===== src/inc/jlsa_regs.svh =====
// register offsets, field positions and reset values of the alignment block
// assumes an 8-bit register port with 12-bit byte addresses
`ifndef JLSA_REGS_SVH
`define JLSA_REGS_SVH
`define JLSA_ADDR_CAPTURE_CTRL 12'h0120
`define JLSA_ADDR_TIMING_MON 12'h0128
`define JLSA_ADDR_LANE_RATE 12'h056E
`define JLSA_ADDR_PHASE_OFFSET 12'h0578
`define JLSA_ADDR_SUBCLASS 12'h0590
`define JLSA_RST_CAPTURE_CTRL 8'h00
`define JLSA_RST_LANE_RATE 8'h00
`define JLSA_RST_PHASE_OFFSET 8'h00
`define JLSA_RST_SUBCLASS 8'h20
`define JLSA_RST_TIMING_MON 8'h00
`define JLSA_CTRL_MODE_LO 1
`define JLSA_CTRL_MODE_HI 2
`define JLSA_CTRL_CLK_EDGE 3
`define JLSA_CTRL_TRANSITION 4
`define JLSA_SUBCLASS_BIT 5
`define JLSA_OFFSET_HI 4
`define JLSA_MON_MARGIN_BAD 0
`define JLSA_MON_CAPTURED 1
`define JLSA_LANE_RATE_13G 8'h00
`define JLSA_LANE_RATE_6G5 8'h10
`endif


===== src/inc/jlsa_pkg.sv =====
// types shared by the alignment block
// assumes nothing beyond a SystemVerilog compiler
package jlsa_pkg;
  typedef logic [11:0] jlsa_addr_t;
  typedef logic [7:0] jlsa_byte_t;
  typedef enum logic [1:0] {
    JLSA_SYSREF_OFF,
    JLSA_SYSREF_CONTINUOUS,
    JLSA_SYSREF_ONE_SHOT,
    JLSA_SYSREF_RESERVED
  } jlsa_sysref_mode_t;
endpackage


===== src/hdl/jlsa_align.sv =====
// multiframe clock generation and system reference alignment
// assumes CLK is the device (converter) clock and SYSREF an unsynced pin
// How it works
// - subclass bit picks class one (reset default) or class zero.
// - class zero runs freely and ignores the system reference pin.
// - each accepted class-one event resets multiframe and sample dividers.
// - multiframe clock pulse marks the first sample of each multiframe.
// - five-bit offset delays the multiframe clock in frame steps.
// - offset scaled by octets per frame: quarter, half or whole.
// - both ends keep total latency spread within one multiframe period.
// - readable monitor reports capture setup/hold margin per event.
// - control bit picks rising or falling reference transition.
// - control bit picks rising or falling clock edge for sampling.
// - lane-rate range register drives the serializer range output.
// - full-bandwidth defaults: 16-bit words, F one, K thirty-two.
// - complex decimate-by-four mode uses four octets per frame.
// - multiframe rate equals clock over samples times frames.
`include "jlsa_regs.svh"
module jlsa_align #(
  parameter int OCTETS_PER_FRAME = 1,
  parameter int SAMPLES_PER_FRAME = 1,
  parameter int FRAMES_PER_MULTI = 32,
  parameter int LANES = 4,
  parameter int CONVERTERS = 2,
  parameter int SAMPLE_BITS = 14,
  parameter int WORD_BITS = 16
) (
  input wire logic CLK,
  input wire logic RST,
  input wire logic CE,
  input wire logic SYSREF,
  input wire jlsa_pkg::jlsa_addr_t REG_ADDR,
  input wire logic REG_WR,
  input wire logic REG_RD,
  input wire jlsa_pkg::jlsa_byte_t REG_WDATA,
  output jlsa_pkg::jlsa_byte_t REG_RDATA,
  output logic LMFC,
  output logic FRAME_START,
  output logic ALIGNED,
  output logic SUBCLASS1,
  output jlsa_pkg::jlsa_byte_t LANE_RATE
);
  localparam int FW = $clog2(FRAMES_PER_MULTI + 1);
  localparam int SW = $clog2(SAMPLES_PER_FRAME + 1);

  jlsa_pkg::jlsa_byte_t capture_ctrl;
  jlsa_pkg::jlsa_byte_t timing_mon;
  jlsa_pkg::jlsa_byte_t phase_offset;
  jlsa_pkg::jlsa_byte_t subclass_reg;
  logic pos_meta, pos_sync, pos_prev;
  logic neg_cap, neg_meta, neg_sync;
  logic [FW-1:0] frame_cnt;
  logic [SW-1:0] sample_cnt;

  // register decode
  wire wr_ctrl = REG_WR && REG_ADDR == `JLSA_ADDR_CAPTURE_CTRL;
  wire wr_rate = REG_WR && REG_ADDR == `JLSA_ADDR_LANE_RATE;
  wire wr_offs = REG_WR && REG_ADDR == `JLSA_ADDR_PHASE_OFFSET;
  wire wr_subc = REG_WR && REG_ADDR == `JLSA_ADDR_SUBCLASS;
  wire jlsa_pkg::jlsa_byte_t read_mux =
    (REG_ADDR == `JLSA_ADDR_CAPTURE_CTRL) ? capture_ctrl :
    (REG_ADDR == `JLSA_ADDR_TIMING_MON) ? timing_mon :
    (REG_ADDR == `JLSA_ADDR_LANE_RATE) ? LANE_RATE :
    (REG_ADDR == `JLSA_ADDR_PHASE_OFFSET) ? phase_offset :
    (REG_ADDR == `JLSA_ADDR_SUBCLASS) ? subclass_reg : 8'h00;

  wire is_class1 = subclass_reg[`JLSA_SUBCLASS_BIT];
  wire jlsa_pkg::jlsa_sysref_mode_t mode = jlsa_pkg::jlsa_sysref_mode_t'(
    capture_ctrl[`JLSA_CTRL_MODE_HI:`JLSA_CTRL_MODE_LO]);
  wire armed = mode == jlsa_pkg::JLSA_SYSREF_CONTINUOUS ||
    mode == jlsa_pkg::JLSA_SYSREF_ONE_SHOT;

  // level seen through the chosen clock edge
  wire use_neg = capture_ctrl[`JLSA_CTRL_CLK_EDGE];
  wire level_now = use_neg ? neg_sync : pos_sync;
  wire level_old = pos_prev;
  // rising (bit clear) or falling (bit set) transition of the level
  wire fall_sel = capture_ctrl[`JLSA_CTRL_TRANSITION];
  wire edge_seen = fall_sel ? (level_old && !level_now) :
    (level_now && !level_old);
  // reference is ignored in class zero, so an open pin is harmless
  wire accept = edge_seen && armed && is_class1;
  // both edge samples disagree: reference sits near a clock edge
  wire margin_bad = pos_sync != neg_sync;

  // offset in frames, scaled by octets per frame
  wire [4:0] offs = phase_offset[`JLSA_OFFSET_HI:0];
  wire [4:0] shift_frames = (OCTETS_PER_FRAME == 1) ? {2'b00, offs[4:2]} :
    (OCTETS_PER_FRAME == 2) ? {1'b0, offs[4:1]} : offs;
  wire [FW-1:0] shift_mod = FW'(32'(shift_frames) %
    FRAMES_PER_MULTI);

  wire sample_wrap = sample_cnt == SW'(SAMPLES_PER_FRAME - 1);
  wire frame_wrap = frame_cnt == FW'(FRAMES_PER_MULTI - 1);
  // divider chain: samples per frame, then frames per multiframe
  wire [SW-1:0] next_sample_cnt = (accept || sample_wrap) ? '0 :
    sample_cnt + SW'(1);
  wire [FW-1:0] next_frame_cnt = accept ? '0 :
    !sample_wrap ? frame_cnt : frame_wrap ? '0 : frame_cnt + FW'(1);
  wire next_frame_start = next_sample_cnt == '0;
  wire next_lmfc = next_frame_start && next_frame_cnt == shift_mod;

  // in one-shot mode the mode field clears after the accepted event
  wire jlsa_pkg::jlsa_byte_t next_capture_ctrl = wr_ctrl ? REG_WDATA :
    (accept && mode == jlsa_pkg::JLSA_SYSREF_ONE_SHOT) ?
    (capture_ctrl & 8'hF9) : capture_ctrl;
  wire jlsa_pkg::jlsa_byte_t next_timing_mon = accept ?
    {6'b00_0000, 1'b1, margin_bad} : timing_mon;

  // falling-edge capture flop feeding a normal two-stage synchroniser
  always_ff @(negedge CLK or posedge RST) begin
    if (RST) begin
      neg_cap <= 1'b0;
    end else if (CE) begin
      neg_cap <= SYSREF;
    end
  end

  // rising-edge path: two flops before any logic reads the pin
  always_ff @(posedge CLK or posedge RST) begin
    if (RST) begin
      pos_meta <= 1'b0;
      pos_sync <= 1'b0;
    end else if (CE) begin
      pos_meta <= SYSREF;
      pos_sync <= pos_meta;
    end
  end

  always_ff @(posedge CLK or posedge RST) begin
    if (RST) begin
      neg_meta <= 1'b0;
      neg_sync <= 1'b0;
    end else if (CE) begin
      neg_meta <= neg_cap;
      neg_sync <= neg_meta;
    end
  end

  // previous level clears to the idle pin level, so reset makes no edge
  always_ff @(posedge CLK or posedge RST) begin
    if (RST) begin
      pos_prev <= 1'b0;
    end else if (CE) begin
      pos_prev <= level_now;
    end
  end

  always_ff @(posedge CLK or posedge RST) begin
    if (RST) begin
      capture_ctrl <= `JLSA_RST_CAPTURE_CTRL;
    end else if (CE) begin
      capture_ctrl <= next_capture_ctrl;
    end
  end

  always_ff @(posedge CLK or posedge RST) begin
    if (RST) begin
      timing_mon <= `JLSA_RST_TIMING_MON;
    end else if (CE) begin
      timing_mon <= next_timing_mon;
    end
  end

  always_ff @(posedge CLK or posedge RST) begin
    if (RST) begin
      phase_offset <= `JLSA_RST_PHASE_OFFSET;
    end else if (CE) begin
      if (wr_offs) begin
        phase_offset <= REG_WDATA;
      end
    end
  end

  always_ff @(posedge CLK or posedge RST) begin
    if (RST) begin
      subclass_reg <= `JLSA_RST_SUBCLASS;
    end else if (CE) begin
      if (wr_subc) begin
        subclass_reg <= REG_WDATA;
      end
    end
  end

  always_ff @(posedge CLK or posedge RST) begin
    if (RST) begin
      LANE_RATE <= `JLSA_RST_LANE_RATE;
    end else if (CE) begin
      if (wr_rate) begin
        LANE_RATE <= REG_WDATA;
      end
    end
  end

  always_ff @(posedge CLK or posedge RST) begin
    if (RST) begin
      REG_RDATA <= 8'h00;
    end else if (CE) begin
      if (REG_RD) begin
        REG_RDATA <= read_mux;
      end
    end
  end

  always_ff @(posedge CLK or posedge RST) begin
    if (RST) begin
      sample_cnt <= '0;
      frame_cnt <= '0;
    end else if (CE) begin
      sample_cnt <= next_sample_cnt;
      frame_cnt <= next_frame_cnt;
    end
  end

  // fixed local boundary lets the receiver bound the latency spread
  always_ff @(posedge CLK or posedge RST) begin
    if (RST) begin
      LMFC <= 1'b0;
      FRAME_START <= 1'b0;
    end else if (CE) begin
      LMFC <= next_lmfc;
      FRAME_START <= next_frame_start;
    end
  end

  always_ff @(posedge CLK or posedge RST) begin
    if (RST) begin
      ALIGNED <= 1'b0;
      SUBCLASS1 <= 1'b1;
    end else if (CE) begin
      SUBCLASS1 <= is_class1;
      if (!is_class1) begin
        ALIGNED <= 1'b0;
      end else if (accept) begin
        ALIGNED <= 1'b1;
      end
    end
  end
endmodule // jlsa_align


===== config.mk =====
export PLATFORM = sky130hd
export DESIGN_NAME = jlsa_align
export DESIGN_NICKNAME = d
export VERILOG_FILES = /design/src/inc/jlsa_pkg.sv /design/src/hdl/jlsa_align.sv
export VERILOG_INCLUDE_DIRS = /design/src /design/src/inc
export SDC_FILE = /design/constraint.sdc
export NUM_CORES = 1
export LEC_CHECK = 0
export BUFFER_PORTS_ARGS = -buffer_cell sky130_fd_sc_hd__buf_2
export CAP_MARGIN = 20
export CORE_MARGIN = 10
export CORE_UTILIZATION = 57
export CTS_CLUSTER_SIZE = 20
export DETAILED_ROUTE_END_ITERATION = 8
export MAX_ROUTING_LAYER = met4
export PLACE_DENSITY = 0.83
export SYNTH_ARGS = -nofsm -noshare
export SYNTH_HDL_FRONTEND = slang
export SYNTH_SLANG_ARGS = --single-unit

===== constraint.sdc =====
create_clock -name CLK -period 2.45 [get_ports CLK]
set_input_delay 0.735 -clock CLK [delete_from_list [all_inputs] [get_ports CLK]]
set_output_delay 0.735 -clock CLK [all_outputs]
set_load 0.03 [all_outputs]

==> impl_metrics.py <==
metrics = {
    "synth": {
        "synth-xor-area-share_pct": 1.45,
        "syn-instance-count": 291,
        "synth.area.mux_share_pct": 12.8,
        "synth_area_leaders": "dfrtp_1 (46%), mux2_2 (6.0%), mux2_1 (5.6%), nand2_1 (3.6%), a21oi_1 (3.3%)",
        "synth_top_family_by_area": "simple AND/OR/NAND/NOR gates",
        "synth_ff_type": "dfrtp_1",
        "synth_warnings": 0,
        "synthAdderAreaFrac_pct": 0.830,
        "yosysUniqueCellTypes": 58,
        "netlist_area_mm2": 0.00302,
        "synth_compound_area_share_pct": 14.9,
        "synth_top_area_share_pct": 46.5,
        "synth_nets": 319,
        "yosys_register_bits": 59,
        "synth-seq-area-share_pct": 49.0,
        "ys_async_sr_fraction_pct": 100,
        "synth_edf_count": 0,
        "syn_area_per_cell_um2": 10.4,
        "yosys.area_share.simple_pct": 17.2,
        "yosysTopAreaCell": "dfrtp_1",
    },
    "floorplanning": {
        "die_h_um": 92.7,
        "rows": 26,
        "core_mm2": 0.00511,
        "die-area_mm2": 0.00860,
        "die_x_um": 92.7,
        "initial_core_util_pct": 59.0,
        "io_pins": 46,
    },
    "power_and_ir_drop": {
        "leakage_nw": 1.67,
        "peakVddDrop_mv": 0.402,
        "p_per_area_mw_per_mm2": 646,
    },
    "critical_path": {
        "start_kind": "flip-flop",
        "critical-path-max-stage-delay_ps": 510,
        "cp_max_fo": 12,
        "path_buf_inv": 1,
        "crit_chain": "inv_1, ha_1, or4b_1, mux2i_4, o21ai_0, o211a_1, o32ai_2",
        "r2r_slack_ps": 210,
        "cp.depth": 7,
        "r2r_end": "LMFC",
        "slowest_stage": "or4b_1",
        "r2r_start": "capture_ctrl[1]",
        "end_kind": "flip-flop",
        "cp_top_family": "compound AO/OA/AOI/OAI gates",
        "rr_worst_depth": 7,
        "crit_required_ps": 2690,
        "crit_arrival_ps": 2480,
        "crit_type": "reg -> reg",
    },
    "clock_network": {
        "clock_path_buffers": 2,
        "cts_setup_buffers": 0,
        "path_clk_slew_ps": 60,
        "cts-htree-levels": 3,
        "cts-root-buf": "clkbuf_8",
        "postCtsHoldBufs": 0,
        "clock-sinks": 59,
        "clock_latency_ps": 330,
        "cts_tree": "yes",
        "cts_resized": 0,
        "numCtsBuffers": 9,
    },
    "placement": {
        "placed_cells": 407,
        "portBuffers": 45,
        "hpwlAfterDp_um": 5290,
        "place_area_mm2": 0.00339,
        "gp_congestion": 0.884,
    },
    "sta": {
        "rsz0062_at_grt": "no",
        "post-route-min-period_ps": 2240,
        "final.setup_skew_ps": 9.36,
        "fin_crit_sh_pct": 91.2,
        "max_freq_mhz": 447,
        "final-setup-viol-count": 0,
        "final_max_slew_viol_count": 0,
        "worst_slew_pin_slew_ps": 705,
        "hold_viol": 0,
        "maxSlewHeadroom_pct": 53.0,
    },
    "detailed_routing": {
        "vias": 2514,
        "drc": 0,
        "ant_nets": 0,
        "dr.pass1.iters": 4,
        "vias_per_cell": 5.94,
        "wl_per_cell_um": 17.4,
        "totalWireLength_um": 7350,
        "drt_iter0_markers": 145,
    },
    "grt": {
        "grt_overflow": 0,
        "grtUsageTotal_pct": 17.9,
        "grt_max_degree": 59,
        "grt_pass1_wl_um": 12000,
        "grt_pass1_vias": 2502,
        "grt_antenna_before_repair": 0,
    },
    "finish": {
        "mostFrequentLayoutCells": "dfrtp_1 (56), buf_2 (45), nand2_1 (28)",
        "fillers": 389,
        "area_growth_pct": 18.8,
        "drive_gt1_share_pct": 29.2,
        "fin_cells": 423,
        "final_common_cell": "dfrtp_1",
        "stdcell_area_mm2": 0.00358,
        "nets": 376,
        "antenna_cells": 0,
    },
    "run": {
        "drv_cap": 0,
    },
    "worst_hold_path": {
        "hp-class": "reg -> reg",
        "min_to": "neg_cap",
        "min_from": "neg_cap",
        "min_path_cells": 2,
    },
    "status": {
        "status": "finished clean",
    },
}
## cells in the mapped netlist (all sizes together) (5+ instances only)
cell and n:
o21ai 21, mux2 31, nand3 13, o31ai 5, inv 15, a21o 7, clkbuf 10, nor3 8
dfrtp 56, nor2 14, nand2 29, a221o 6, a21oi 20
## worst max-delay path by stage
| stage | startpoint | end | slack [ps] |
|---|---|---|---|
| floorplan | RST | neg_cap | -40 |
| global placement | SYSREF | neg_cap | 90 |
| detailed placement | REG_ADDR[1] | REG_RDATA[7] | 40 |
| CTS | capture_ctrl[1] | LMFC | 200 |
| global route | capture_ctrl[1] | LMFC | 80 |
| finish | capture_ctrl[1] | LMFC | 210 |
## area by class of cell
| cell class | instances | area, um^2 | area share [%] |
|---|---|---|---|
| Tap cell | 70 | 87.6 | 2.44 |
| Inverter | 15 | 60.1 | 1.68 |
| Clock buffer | 11 | 141 | 3.95 |
| Clock inverter | 5 | 52.6 | 1.47 |
| Sequential cell | 59 | 1480 | 41.3 |
| Timing Repair Buffer | 60 | 338 | 9.43 |
| Multi-Input combinational cell | 203 | 1420 | 39.7 |
## cell families (layout without fill, tap and decap cells)
| logic type | after synthesis | count (layout) |
|---|---|---|
| buffers and inverters | 29 | 91 |
| flip-flops | 59 | 59 |
| multiplexers | 33 | 33 |
| XOR/XNOR | 5 | 5 |
| AO/OA/AOI/OAI | 69 | 69 |
| AND/OR/NAND/NOR | 94 | 94 |
| adder cells (fa/ha/maj) | 2 | 2 |
## report_power, final
group | switching, mW | leakage, nW | total [mW] | internal (mW)
Sequential | 0.0787 | 0.742 | 1.11 | 1.03
Clock | 0.373 | 0.0991 | 0.865 | 0.492
Combinational | 0.197 | 0.825 | 0.338 | 0.141
## worst min-delay path: stages, from the launching register on
cell	delay, ps
dfrtn_1	400
inv_1	50
o21ai_1	100
## routing by layer
metal	part of all wire (%)	wire, um	GRT usage (%)	vias to the layer above
li1	-	-	-	1164
met1	41	3000	20.9	1247
met2	51	3780	29.4	83
met3	5.2	381	3.39	20
met4	2.7	198	7.97	0
met5	0	0	-	-
## metrics by stage
| step | setup WS, ps | util (%) | hold WS (ps) | power (mW) | TNS [ps] |
|---|---|---|---|---|---|
| final | 214 | 70.1 | 465 | 2.32 | 0 |
| after global routing | 81.5 | 70.1 | 478 | 2.43 | 0 |
| after CTS | 205 | 70.1 | 465 | 2.33 | 0 |
| after detailed placement | 42.6 | 66.3 | 465 | 1.46 | 0 |
| after global placement | 92.1 | 66.3 | 458 | 1.45 | 0 |
| after floorplan | -39.6 | - | 429 | 1.36 | -77.6 |
(Power assumes the default switching activity.)
